**config.mk**
```make
export PLATFORM = sky130hd
export DESIGN_NAME = xds_ctrl
export DESIGN_NICKNAME = d
export VERILOG_FILES = /design/src/xds_pkg.sv /design/src/xds_ctrl.sv
export VERILOG_INCLUDE_DIRS = /design/src
export SDC_FILE = /design/constraint.sdc
export NUM_CORES = 1
export LEC_CHECK = 0
export BUFFER_PORTS_ARGS = -buffer_cell sky130_fd_sc_hd__buf_2
export CORE_UTILIZATION = 62
export CTS_CLUSTER_DIAMETER = 150
export CTS_CLUSTER_SIZE = 28
export DETAILED_ROUTE_END_ITERATION = 10
export PLACE_DENSITY = 0.86
export SKIP_CTS_REPAIR_TIMING = 1
export SYNTH_ARGS = -nofsm -noshare
export SYNTH_HDL_FRONTEND = slang
export SYNTH_SLANG_ARGS = --single-unit
```
**constraint.sdc**
```tcl
create_clock -name pclk -period 4.3 [get_ports pclk]
set_input_delay 0.215 -clock pclk [delete_from_list [all_inputs] [get_ports pclk]]
set_output_delay 0.215 -clock pclk [all_outputs]
set_load 0.005 [all_outputs]
```
**src/xds_cfg.svh**
```systemverilog
// register offsets, field positions, reset values and timing counts of the external data move sequencer
`ifndef XDS_CFG_SVH
`define XDS_CFG_SVH
`define XDS_A_CLOCK_CONTROL_REG     8'h00
`define XDS_A_PSEL      8'h04
`define XDS_A_DP0       8'h08
`define XDS_A_DP1       8'h0C
`define XDS_A_INDIR     8'h10
`define XDS_A_CMD       8'h14
`define XDS_A_STAT      8'h18
`define XDS_STRETCH_RST 3'h1
`define XDS_MC_LAST     5'h03
`define XDS_STB0_START  5'h01
`define XDS_STB0_WIDTH  5'h02
`define XDS_STB_START   5'h02
`define XDS_CNT_ZERO    5'h00
`define XDS_ONE_16      16'h0001
`define XDS_OP_LSB      0
`define XDS_OP_MSB      2
`define XDS_WD_LSB      8
`define XDS_WD_MSB      15
`define XDS_LD_LSB      16
`define XDS_LD_MSB      31
`define XDS_P2_LSB      8
`define XDS_P2_MSB      15
`endif

```
**src/xds_pkg.sv**
```systemverilog
// types shared by the external data move sequencer
package xds_pkg;
    typedef enum logic [2:0] {
        XDS_OP_NONE, XDS_OP_RD_DP, XDS_OP_WR_DP, XDS_OP_RD_RI, XDS_OP_WR_RI,
        XDS_OP_INC_DP, XDS_OP_LD_DP, XDS_OP_INC_SEL
    } xds_op_t;
    typedef enum logic [1:0] {XDS_ST_IDLE, XDS_ST_FETCH, XDS_ST_ACC} xds_st_t;
    // external data memory pins, strobes active low
    typedef struct packed {
        logic [15:0] addr;
        logic [7:0]  wdata;
        logic        data_oe;
        logic        rd_n;
        logic        wr_n;
    } xds_ext_t;
endpackage

```
**src/xds_ctrl.sv**
```systemverilog
// external data move sequencer with stretch control, dual data pointers and apb registers
//
// Local design decisions: the APB slave port and the register offsets.
`timescale 1ns/1ps
`include "xds_cfg.svh"

module xds_ctrl (
    input  wire logic            pclk,
    input  wire logic            presetn,
    input  wire logic            psel,
    input  wire logic            penable,
    input  wire logic            pwrite,
    input  wire logic [7:0]      paddr,
    input  wire logic [31:0]     pwdata,
    output logic      [31:0]     prdata,
    output logic                 pready,
    output logic                 pslverr,
    input  wire logic [7:0]      ext_rdata,
    output xds_pkg::xds_ext_t    ext_q
);

    ////////////////////////////////////////////////////////////////////////////
    // decoding helpers

    // strobe width in clocks for a stretch code
    function automatic logic [4:0] stb_width(input logic [2:0] s);
        stb_width = (s == 3'h0) ? `XDS_STB0_WIDTH : {s, 2'b00};
    endfunction

    function automatic logic [4:0] stb_start(input logic [2:0] s);
        stb_start = (s == 3'h0) ? `XDS_STB0_START : `XDS_STB_START;
    endfunction

    // strobe window inside the access cycles
    function automatic logic stb_on(input logic [2:0] s, input logic [4:0] c);
        stb_on = (c >= stb_start(s)) && (c < stb_start(s) + stb_width(s));
    endfunction

    function automatic logic is_move(input xds_pkg::xds_op_t op);
        is_move = (op == xds_pkg::XDS_OP_RD_DP) || (op == xds_pkg::XDS_OP_WR_DP) ||
                  (op == xds_pkg::XDS_OP_RD_RI) || (op == xds_pkg::XDS_OP_WR_RI);
    endfunction

    function automatic logic is_read(input xds_pkg::xds_op_t op);
        is_read = (op == xds_pkg::XDS_OP_RD_DP) || (op == xds_pkg::XDS_OP_RD_RI);
    endfunction

    ////////////////////////////////////////////////////////////////////////////
    // state

    logic [2:0]        stretch_q;
    logic              sel_q;
    logic [15:0]       dp0_q;
    logic [15:0]       dp1_q;
    logic [7:0]        ri_q;
    logic [7:0]        p2_q;
    logic [7:0]        rdata_q;
    logic [7:0]        wbyte_q;
    logic [15:0]       ldval_q;
    logic [2:0]        str_q;
    xds_pkg::xds_op_t  op_q;
    xds_pkg::xds_st_t  st_q;
    xds_pkg::xds_st_t  st_d;
    logic [4:0]        cnt_q;
    logic [4:0]        cnt_d;
    logic              access;
    logic              wr_go;
    logic              busy;
    logic              start;
    logic              fetch_end;
    logic              mapped;
    logic              dp_move;

    assign access    = psel && penable && pready;
    assign wr_go     = access && pwrite && !pslverr;
    assign busy      = (st_q != xds_pkg::XDS_ST_IDLE);
    assign start     = wr_go && (paddr == `XDS_A_CMD);
    assign fetch_end = (st_q == xds_pkg::XDS_ST_FETCH) && (cnt_q == `XDS_MC_LAST);
    assign dp_move   = (op_q == xds_pkg::XDS_OP_RD_DP) || (op_q == xds_pkg::XDS_OP_WR_DP);
    assign mapped    = (paddr == `XDS_A_CLOCK_CONTROL_REG) || (paddr == `XDS_A_PSEL) || (paddr == `XDS_A_DP0) ||
                       (paddr == `XDS_A_DP1) || (paddr == `XDS_A_INDIR) || (paddr == `XDS_A_CMD) ||
                       (paddr == `XDS_A_STAT);

    ////////////////////////////////////////////////////////////////////////////
    // apb slave: one wait state, answer registered

    always_ff @(posedge pclk or negedge presetn) begin
        if (!presetn) begin
            pready  <= 1'b0;
            pslverr <= 1'b0;
            prdata  <= 32'h0000_0000;
        end else if (psel && penable && !pready) begin
            pready  <= 1'b1;
            // unmapped, and a command while a move runs, are refused
            pslverr <= !mapped || (pwrite && busy && (paddr == `XDS_A_CMD));
            case (paddr)
                `XDS_A_CLOCK_CONTROL_REG: prdata <= {29'h0, stretch_q};
                `XDS_A_PSEL:  prdata <= {31'h0, sel_q};
                `XDS_A_DP0:   prdata <= {16'h0, dp0_q};
                `XDS_A_DP1:   prdata <= {16'h0, dp1_q};
                `XDS_A_INDIR: prdata <= {16'h0, p2_q, ri_q};
                `XDS_A_CMD:   prdata <= {24'h0, rdata_q};
                `XDS_A_STAT:  prdata <= {26'h0, st_q == xds_pkg::XDS_ST_ACC, st_q, busy, str_q[1:0]};
                default:      prdata <= 32'h0000_0000;
            endcase
        end else begin
            pready  <= 1'b0;
            pslverr <= 1'b0;
        end
    end

    ////////////////////////////////////////////////////////////////////////////
    // software registers

    // stretch field, three bits of the clock control register
    always_ff @(posedge pclk or negedge presetn) begin
        if (!presetn) begin
            stretch_q <= `XDS_STRETCH_RST;
        end else if (wr_go && paddr == `XDS_A_CLOCK_CONTROL_REG) begin
            stretch_q <= pwdata[2:0];
        end
    end

    // pointer select: apb write beats an increment in the same edge
    always_ff @(posedge pclk or negedge presetn) begin
        if (!presetn) begin
            sel_q <= 1'b0;
        end else if (wr_go && paddr == `XDS_A_PSEL) begin
            sel_q <= pwdata[0];
        end else if (fetch_end && op_q == xds_pkg::XDS_OP_INC_SEL) begin
            sel_q <= !sel_q;
        end
    end

    // data pointers: loads and increments go to the selected one
    always_ff @(posedge pclk or negedge presetn) begin
        if (!presetn) begin
            dp0_q <= 16'h0000;
            dp1_q <= 16'h0000;
        end else begin
            if (wr_go && paddr == `XDS_A_DP0) begin
                dp0_q <= pwdata[15:0];
            end else if (fetch_end && !sel_q && op_q == xds_pkg::XDS_OP_INC_DP) begin
                dp0_q <= dp0_q + `XDS_ONE_16;
            end else if (fetch_end && !sel_q && op_q == xds_pkg::XDS_OP_LD_DP) begin
                dp0_q <= ldval_q;
            end
            if (wr_go && paddr == `XDS_A_DP1) begin
                dp1_q <= pwdata[15:0];
            end else if (fetch_end && sel_q && op_q == xds_pkg::XDS_OP_INC_DP) begin
                dp1_q <= dp1_q + `XDS_ONE_16;
            end else if (fetch_end && sel_q && op_q == xds_pkg::XDS_OP_LD_DP) begin
                dp1_q <= ldval_q;
            end
        end
    end

    // working register low byte and port 2 high byte for indirect moves
    always_ff @(posedge pclk or negedge presetn) begin
        if (!presetn) begin
            ri_q <= 8'h00;
            p2_q <= 8'hFF;
        end else if (wr_go && paddr == `XDS_A_INDIR) begin
            ri_q <= pwdata[7:0];
            p2_q <= pwdata[`XDS_P2_MSB:`XDS_P2_LSB];
        end
    end

    // command capture; stretch locked so a mid-move write cannot tear it
    always_ff @(posedge pclk or negedge presetn) begin
        if (!presetn) begin
            op_q    <= xds_pkg::XDS_OP_NONE;
            wbyte_q <= 8'h00;
            ldval_q <= 16'h0000;
            str_q   <= `XDS_STRETCH_RST;
        end else if (start) begin
            op_q    <= xds_pkg::xds_op_t'(pwdata[`XDS_OP_MSB:`XDS_OP_LSB]);
            wbyte_q <= pwdata[`XDS_WD_MSB:`XDS_WD_LSB];
            ldval_q <= pwdata[`XDS_LD_MSB:`XDS_LD_LSB];
            str_q   <= stretch_q;
        end
    end

    ////////////////////////////////////////////////////////////////////////////
    // sequencer

    always_comb begin
        st_d  = st_q;
        cnt_d = cnt_q + 5'h01;
        case (st_q)
            xds_pkg::XDS_ST_IDLE: begin
                cnt_d = `XDS_CNT_ZERO;
                if (start) begin
                    st_d = xds_pkg::XDS_ST_FETCH;
                end
            end
            xds_pkg::XDS_ST_FETCH: begin
                if (cnt_q == `XDS_MC_LAST) begin
                    cnt_d = `XDS_CNT_ZERO;
                    // non-moves end after the fetch, stretch unused
                    st_d = is_move(op_q) ? xds_pkg::XDS_ST_ACC : xds_pkg::XDS_ST_IDLE;
                end
            end
            xds_pkg::XDS_ST_ACC: begin
                if (cnt_q == {str_q, 2'b11}) begin
                    cnt_d = `XDS_CNT_ZERO;
                    st_d  = xds_pkg::XDS_ST_IDLE;
                end
            end
            default: begin
                cnt_d = `XDS_CNT_ZERO;
                st_d  = xds_pkg::XDS_ST_IDLE;
            end
        endcase
    end

    always_ff @(posedge pclk or negedge presetn) begin
        if (!presetn) begin
            st_q  <= xds_pkg::XDS_ST_IDLE;
            cnt_q <= `XDS_CNT_ZERO;
        end else begin
            st_q  <= st_d;
            cnt_q <= cnt_d;
        end
    end

    ////////////////////////////////////////////////////////////////////////////
    // external pins, registered so strobes are glitch free

    always_ff @(posedge pclk or negedge presetn) begin
        if (!presetn) begin
            ext_q <= '{addr: 16'h0000, wdata: 8'h00, data_oe: 1'b0, rd_n: 1'b1, wr_n: 1'b1};
        end else begin
            if (fetch_end && is_move(op_q)) begin
                ext_q.addr  <= dp_move ? (sel_q ? dp1_q : dp0_q) : {p2_q, ri_q};
                ext_q.wdata <= wbyte_q;
            end
            // data bus driven across the whole write access
            ext_q.data_oe <= (st_d == xds_pkg::XDS_ST_ACC) && !is_read(op_q);
            ext_q.rd_n    <= !((st_d == xds_pkg::XDS_ST_ACC) && is_read(op_q) && stb_on(str_q, cnt_d));
            ext_q.wr_n    <= !((st_d == xds_pkg::XDS_ST_ACC) && !is_read(op_q) && stb_on(str_q, cnt_d));
        end
    end

    // read data taken in the last strobe clock
    always_ff @(posedge pclk or negedge presetn) begin
        if (!presetn) begin
            rdata_q <= 8'h00;
        end else if (!ext_q.rd_n && !stb_on(str_q, cnt_q + 5'h01)) begin
            rdata_q <= ext_rdata;
        end
    end

    ////////////////////////////////////////////////////////////////////////////
    // checks

    logic [5:0] acc_clks_q;
    logic [4:0] stb_clks_q;

    always_ff @(posedge pclk or negedge presetn) begin
        if (!presetn) begin
            acc_clks_q <= 6'h00;
            stb_clks_q <= 5'h00;
        end else begin
            acc_clks_q <= (st_q == xds_pkg::XDS_ST_ACC) ? acc_clks_q + 6'h01 : 6'h00;
            stb_clks_q <= (!ext_q.rd_n || !ext_q.wr_n) ? stb_clks_q + 5'h01 : 5'h00;
        end
    end

    fetch_first_a: assert property (@(posedge pclk) disable iff (!presetn)
        $rose(st_q == xds_pkg::XDS_ST_ACC) |-> $past(st_q == xds_pkg::XDS_ST_FETCH, 4)
            && $past(st_q == xds_pkg::XDS_ST_IDLE, 5))
        else $error("access did not follow a four clock fetch");

    access_addr_a: assert property (@(posedge pclk) disable iff (!presetn)
        $rose(st_q == xds_pkg::XDS_ST_ACC) && !dp_move |-> ext_q.addr == $past({p2_q, ri_q}))
        else $error("indirect address wrong at access start");

    move_len_a: assert property (@(posedge pclk) disable iff (!presetn)
        $fell(st_q == xds_pkg::XDS_ST_ACC) |-> acc_clks_q == {1'b0, str_q, 2'b00} + 6'h04)
        else $error("access length not stretch plus one machine cycles");

    short_op_a: assert property (@(posedge pclk) disable iff (!presetn)
        fetch_end && !is_move(op_q) |=> st_q == xds_pkg::XDS_ST_IDLE)
        else $error("non-move op was stretched");

    strobe_width_a: assert property (@(posedge pclk) disable iff (!presetn)
        $rose(ext_q.rd_n && ext_q.wr_n) |-> stb_clks_q == stb_width(str_q))
        else $error("strobe width wrong for stretch code");

    pointer_pick_a: assert property (@(posedge pclk) disable iff (!presetn)
        $rose(st_q == xds_pkg::XDS_ST_ACC) && dp_move |->
            ext_q.addr == ($past(sel_q) ? $past(dp1_q) : $past(dp0_q)))
        else $error("wrong data pointer used");

    addr_hold_a: assert property (@(posedge pclk) disable iff (!presetn)
        st_q == xds_pkg::XDS_ST_ACC && $past(st_q == xds_pkg::XDS_ST_ACC) |->
            $stable(ext_q.addr) && $stable(ext_q.wdata))
        else $error("address or data moved during access");

    strobe_inside_a: assert property (@(posedge pclk) disable iff (!presetn)
        !(ext_q.rd_n && ext_q.wr_n) |-> st_q == xds_pkg::XDS_ST_ACC && !(!ext_q.rd_n && !ext_q.wr_n))
        else $error("strobe outside access cycles");

    stretch_reset_a: assert property (@(posedge pclk) disable iff (!presetn)
        $rose(presetn) |-> stretch_q == `XDS_STRETCH_RST)
        else $error("stretch field not one after reset");

    read_zero_c: cover property (@(posedge pclk) disable iff (!presetn)
        $fell(ext_q.rd_n) && str_q == 3'h0);
    write_max_c: cover property (@(posedge pclk) disable iff (!presetn)
        $fell(ext_q.wr_n) && str_q == 3'h7);
    sel_toggle_c: cover property (@(posedge pclk) disable iff (!presetn)
        fetch_end && op_q == xds_pkg::XDS_OP_INC_SEL);

endmodule

```
# Yosys cells after proc, flatten, opt, wreduce, memory -nomap -nowiden
# Cells that the tools add are included.
[totals]
register_bits = 158
input_bits = 53
output_inout_bits = 61
wordCells = 126
[classes]
n_addsub = 4
order_cmp = 4
n_eq_ne = 18
muxes = 23
n_reduce_logical = 56
[op_table]
columns = ["op", "count"]
rows = [
  ["$mux 16", 8],
  ["$pmux 16 s7", 1],
  ["$add 16x1->16 const B", 2],
  ["$logic_and 1x1->1", 29],
  ["$eq 8x5->1 const B", 3],
  ["$eq 8x4->1 const B", 2],
  ["$mux 5", 3],
  ["$eq 3x3->1 const B", 4],
  ["$logic_or 1x1->1", 11],
  ["$lt 5x5->1", 2],
  ["$mux 2", 5],
  ["$pmux 5 s2", 1],
  ["$logic_not 1->1", 9],
  ["$eq 8x3->1 const B", 1],
  ["$logic_not 8->1", 1],
  ["$eq 3x2->1 const B", 2],
  ["$pmux 2 s3", 1],
  ["$reduce_bool 3->1", 2],
  ["$add 5x1->5 const B", 1],
  ["$add 5x5->5", 1],
  ["$eq 5x2->1 const B", 1],
  ["$eq 5x5->1", 1],
  ["$ge 5x2->1", 1],
  ["$ge 5x5->1", 1],
  ["other kinds (7)", 12],
]

# Longest topological paths before layout
[depth]
depth_word = 11
ltp_mapped = 12

# Worst setup path before layout
# OpenSTA, ideal clock, no wires.
[synth_timing]
kind = "flip-flop to flip-flop"
from = "register cnt_q[0]"
to = "register ext_q[1] (netlist bit)"
setup_ns = 0.093
arrival_time_ns = 2.421
required_ns = 4.207
setup_slack_ns = 1.786
path_stages_with_launch = 12
n_path_buf = 1
cell_sequence = "dfrtp_1 -> ha_1 -> or4b_4 -> buf_6 -> nand2_1 -> nand2_1 -> and3_1 -> ha_1 -> a21o_1 -> a21oi_1 -> nor2b_1 -> nand4_1"
[synth_via]
elab_chain_cells = 7
[synth_lines]
columns = ["element", "line_no", "rtl"]
rows = [
  ["from (decl)", "xds_ctrl.sv:64", "logic [4:0] cnt_q;"],
  ["from (signal assigned)", "xds_ctrl.sv:220", "cnt_q <= `XDS_CNT_ZERO;"],
  ["from (signal assigned)", "xds_ctrl.sv:223", "cnt_q <= cnt_d;"],
  ["$add 5x1->5, or another cell as far along", "xds_ctrl.sv:189", "cnt_d = cnt_q + 5'h01;"],
  ["$mux 5 (on tied branches)", "xds_ctrl.sv:205, xds_ctrl.sv:198", ""],
  ["$pmux 5 s2 (*)", "xds_ctrl.sv:190", "case (st_q)"],
  ["net cnt_d[3]", "xds_ctrl.sv:65", "logic [4:0] cnt_d;"],
  ["$ge 5x5->1 / $lt 5x5->1 (equally long branches)", "xds_ctrl.sv:36", "stb_on = (c >= stb_start(s)) && (c < stb_start(s) + stb_width(s));"],
  ["$logic_and 1x1->1 (*)", "xds_ctrl.sv:36", ""],
  ["$logic_and 1x1->1 (*)", "xds_ctrl.sv:240", "ext_q.rd_n <= !((st_d == xds_pkg::XDS_ST_ACC) && is_read(op_q) && stb_on(str_q, cnt_d));"],
  ["$logic_not 1->1 (*)", "xds_ctrl.sv:240", ""],
  ["to (signal assigned)", "xds_ctrl.sv:232", "ext_q <= '{addr: 16'h0000, wdata: 8'h00, data_oe: 1'b0, rd_n: 1'b1, wr_n: 1'b1};"],
  ["to (decl)", "xds_ctrl.sv:19", "output xds_pkg::xds_ext_t ext_q"],
]
# The timed path passes the listed nets; every way through them passes the cells marked *.
# A chain may end at the register's enable or synchronous reset.

# Worst setup path after layout
[layout_timing]
from = "register cnt_q[0]"
to = "register dp1_q[9]"
[layout_via]
elab_chain_cells = 6
[layout_lines]
columns = ["element", "line_no", "rtl"]
rows = [
  ["$eq 5x2->1 (no source line) (*)", "n/a", ""],
  ["$logic_and 1x1->1 (*)", "xds_ctrl.sv:78", "assign fetch_end = (st_q == xds_pkg::XDS_ST_FETCH) && (cnt_q == `XDS_MC_LAST);"],
  ["$logic_and 1x1->1 (*)", "xds_ctrl.sv:150, xds_ctrl.sv:152", ""],
  ["$logic_and 1x1->1", "xds_ctrl.sv:150", "end else if (fetch_end && sel_q && op_q == xds_pkg::XDS_OP_INC_DP) begin"],
  ["$mux 16", "xds_ctrl.sv:150", ""],
  ["$mux 16", "xds_ctrl.sv:148", "if (wr_go && paddr == `XDS_A_DP1) begin"],
  ["to (signal assigned)", "xds_ctrl.sv:149", "dp1_q <= pwdata[15:0];"],
  ["to (signal assigned)", "xds_ctrl.sv:151", "dp1_q <= dp1_q + `XDS_ONE_16;"],
  ["to (signal assigned)", "xds_ctrl.sv:153", "dp1_q <= ldval_q;"],
  ["to (decl)", "xds_ctrl.sv:54", "logic [15:0] dp1_q;"],
]
# Every way passes the cells marked *; elsewhere a longest branch is shown, timed or not.

==> results.py <==
metrics = {
    "setup_path": {
        "critical_path_cell_sequence": "ha_1 -> or4b_4 -> nor3_2 -> buf_4 -> o21ai_0 -> a21oi_1 -> a211oi_1 -> a21o_1",
        "critical_path_class": "flip-flop to flip-flop",
        "cp-startpoint": "cnt_q[0]",
        "worstReg2RegStart": "cnt_q[0]",
        "timing.critical_path.to_type": "flip-flop",
        "category_of_the_worst_setup_path_launch_point": "flip-flop",
        "critical_path_required_ns": 4.62,
        "max_stage_delay_ns": 0.63,
        "worstRegToRegCells": 8,
        "critPathSlowestCell": "sky130_fd_sc_hd__nor3_2",
        "timing.critical_path.arrival_ns": 3.26,
        "crit_fanout": 11,
    },
    "synthesis": {
        "syn_inst": 834,
        "syn_area_mm2": 0.00776,
        "dominant_combinational_cell_family_by_area_after_synthesis": "simple AND/OR/NAND/NOR gates",
        "simple_gate_area_share_of_the_yosys_netlist_pct": 18.8,
        "synth_flop_cell": "sky130_fd_sc_hd__dfrtp_1",
        "share_of_synthesized_cell_area_in_full_adder_half_adder_and_majority_cells_pct": 2.74,
        "synth-edff-count": 0,
        "ys_seq_area_share_pct": 46.0,
        "synth_async_sr_flop_share_pct": 100,
        "ys_ff_latch": 142,
        "synthesis.yosys.warnings": 0,
        "synthXorXnorAreaFrac_pct": 2.93,
        "post_synth.cell_area_avg_um2": 9.31,
        "post_synth_mux_area_share_pct": 7.53,
        "netlist-cell-type-count": 60,
        "synth-compound-area-share_pct": 16.8,
    },
    "floorplan": {
        "fp.coreArea_mm2": 0.0121,
        "top_level_ports": 114,
        "initial_utilization_pct": 64.1,
        "dieArea_mm2": 0.0130,
        "core.rowCount": 40,
        "chipHeight_um": 114,
        "die_width_um": 114,
    },
    "final_layout": {
        "most-common-layout-cells": "175 x sky130_fd_sc_hd__nand2_1, 130 x sky130_fd_sc_hd__dfrtp_1, 96 x sky130_fd_sc_hd__buf_2",
        "final_common_cell": "sky130_fd_sc_hd__nand2_1",
        "antenna-diode-count": 0,
        "syn2layout_area_growth_pct": 15.6,
        "final_std_cell_area_no_fill_mm2": 0.00897,
        "nNetsFinal": 991,
        "layout-drive-gt1-share_pct": 21.1,
    },
    "clock_tree": {
        "cell_at_the_root_of_the_clock_tree": "sky130_fd_sc_hd__clkbuf_16",
        "tritoncts_clock_tree": "built",
        "ctsHtreeMaxLevel": 4,
        "clkSlewWorstSetupHoldPaths_ns": 0.06,
        "number_of_buffers_added_by_the_clock_tree_synthesis_step": 17,
        "clk_buf_depth": 2,
        "cts_num_sinks": 142,
        "clk-insertion-delay-late_ns": 0.43,
    },
    "power_and_ir_drop": {
        "static-leakage-power_uw": 0.00431,
        "power.clock.fraction_pct": 51.1,
        "power_density_mw_per_mm2": 331,
        "power_frac_comb_pct": 3.6,
        "pwr-share-seq_pct": 45.4,
        "switching_power_uw": 634,
        "vdd.ir_drop.worst_uv": 270,
        "internal_uw": 2340,
        "switching_share_pct": 21.3,
    },
    "timing": {
        "hold_viol_final": 7,
        "timing.setup.tns_ns": 0,
        "setup_slack_ns": 1.37,
        "timing.final.setup_violations": 0,
        "maxSlewViolCount": 0,
        "whs_ns": -0.0197,
        "tightest_slew_ns": 1.30,
        "timing.clock.skew_ns": 0.00792,
        "slew_headroom_pct": 13.0,
        "grt_setup_unrepaired": "no",
        "finalCritPeriodShare_pct": 68.2,
        "finalWorstPathRequiredPeriod_ns": 2.93,
        "max_clock_freq_mhz": 341,
    },
    "placed_design": {
        "port_buffers": 97,
        "detailed_place.area_mm2": 0.00827,
        "placement.setup.worst_slack_ns": 1.44,
        "dp_hpwl_mm": 13.9,
        "gp_congestion": 0.993,
    },
    "global_routing": {
        "groute.usage.overall_pct": 33.3,
        "grt_pass1_wl_mm": 33.1,
        "globalRouteOverflowTotal": 0,
        "first_global_vias": 6279,
        "initial_antenna_violation_count": 0,
        "pin_count_of_the_biggest_net_entering_global_routing": 109,
    },
    "drt": {
        "drt_first_pass_iters": 6,
        "detail_route.wirelength_mm": 20.6,
        "drtAntennaViolNets": 0,
        "wl_per_cell_um": 18.7,
        "drt_drc_violations_left": 0,
        "vias": 6898,
        "avgViaCountPerCell": 6.27,
        "drt-initial-drc-count": 914,
    },
    "hold_path": {
        "timing.hold.worst.class": "input port to flip-flop",
        "hold_path_depth": 3,
        "hold_path_startpoint": "pwdata[28]",
    },
    "outcome": {
        "violations": "negative hold slack",
        "run_status": "finished with violations",
    },
    "flow_run": {
        "cap_viol_max_count": 0,
    },
}
-- critical path, delay by kind of cell, from the launching register on --
kind | cells | cell delay (ns)
AO/OA/AOI/OAI | 4 | 0.53
buffers and inverters | 1 | 0.32
flip-flops | 1 | 0.44
AND/OR/NAND/NOR | 2 | 1.21
adder cells (fa/ha/maj) | 1 | 0.32
-- cell type report --
cell class                      instances  area (µm²)
Timing Repair Buffer                  120         689
Clock buffer                           19         433
Sequential cell                       142        3570
Multi-Input combinational cell        627        3850
Fill cell                             919        3140
Clock inverter                         12         170
Inverter                               13        48.8
Tap cell                              168         210
-- power groups by stage --
stage	Combinational, µW	Sequential [µW]	Clock, µW
floorplan	35.9	1370	0
global placement	97.2	1370	0
detailed placement	97.9	1370	0
CTS	99.2	1350	1520
global route	119	1350	1590
finish	106	1350	1520
-- path summary, 6_finish.rpt --
path,to,slack (ns)
worst max-delay path,dp1_q[9],1.37
worst min-delay path,ldval_q[12],-0.02
worst max register to register,dp1_q[9],1.37
worst min register to register,wbyte_q[6],0.46
max in group asynchronous,cnt_q[2],2.78
min in group asynchronous,prdata[14],0.49
-- per-stage QoR --
stage / total power [µW] / utilization (%) / hold WS, ns / cells
floorplan: 1410 / - / -0.0806 / 849
global placement: 1470 / 68.3 / 0.402 / 1060
detailed placement: 1470 / 68.3 / 0.396 / 1060
CTS: 2970 / 73.3 / -0.0512 / 1091
global route: 3050 / 74.1 / 0.00354 / 1101
finish: 2970 / 74.1 / -0.0197 / 1101
-- per-layer routing --
layer | routed length, µm | global-route usage [%] | vias to the layer above | share of wire, %
met2 | 8840 | 48.1 | 423 | 43
met1 | 8870 | 48.4 | 3281 | 43
li1 | - | - | 3122 | -
met4 | 647 | 12.7 | 0 | 3.1
met5 | 0 | 0 | - | 0
met3 | 2260 | 8.29 | 72 | 11
-- kinds of logic after synthesis --
logic type               after synthesis
multiplexers                          54
buffers and inverters                 80
adder cells (fa/ha/maj)               17
other                                  1
AND/OR/NAND/NOR                      316
flip-flops                           142
AO/OA/AOI/OAI                        198
XOR/XNOR                              26
-- sequential cells by signal, summed over array words and instances (netlist names), 2 cells and up --
signal / count
prdata: 16
st_q: 2
stretch_q: 3
ri_q: 8
p2_q: 8
ldval_q: 16
str_q: 3
rdata_q: 8
ext_q: 27
cnt_q: 5
dp0_q: 16
dp1_q: 16
wbyte_q: 8
op_q: 3
-- synthesized netlist by cell type, drive strengths merged (4+ instances only) --
library cell / instances / share of area (%)
a211oi: 12 / 1.2
a21o: 9 / 0.87
a21oi: 33 / 2.1
a221o: 10 / 1.3
a221oi: 6 / 0.68
a222oi: 13 / 1.7
a22oi: 16 / 1.5
a31oi: 4 / 0.40
and2: 4 / 0.32
and3: 14 / 1.1
buf: 29 / 2.7
clkbuf: 38 / 1.8
dfrtp: 130 / 42
dfstp: 12 / 4.1
ha: 17 / 2.7
inv: 13 / 0.63
mux2: 35 / 5.1
mux2i: 19 / 2.5
nand2: 176 / 8.5
nand2b: 5 / 0.40
nand3: 24 / 1.5
nand4: 8 / 0.64
nor2: 39 / 1.9
nor3: 16 / 1.1
nor4: 4 / 0.71
o211ai: 8 / 0.77
o21ai: 70 / 4.5
or2: 4 / 0.32
or3: 5 / 0.40
xnor2: 17 / 1.9
xor2: 9 / 1.0
Power figures use the tool's default switching activity.
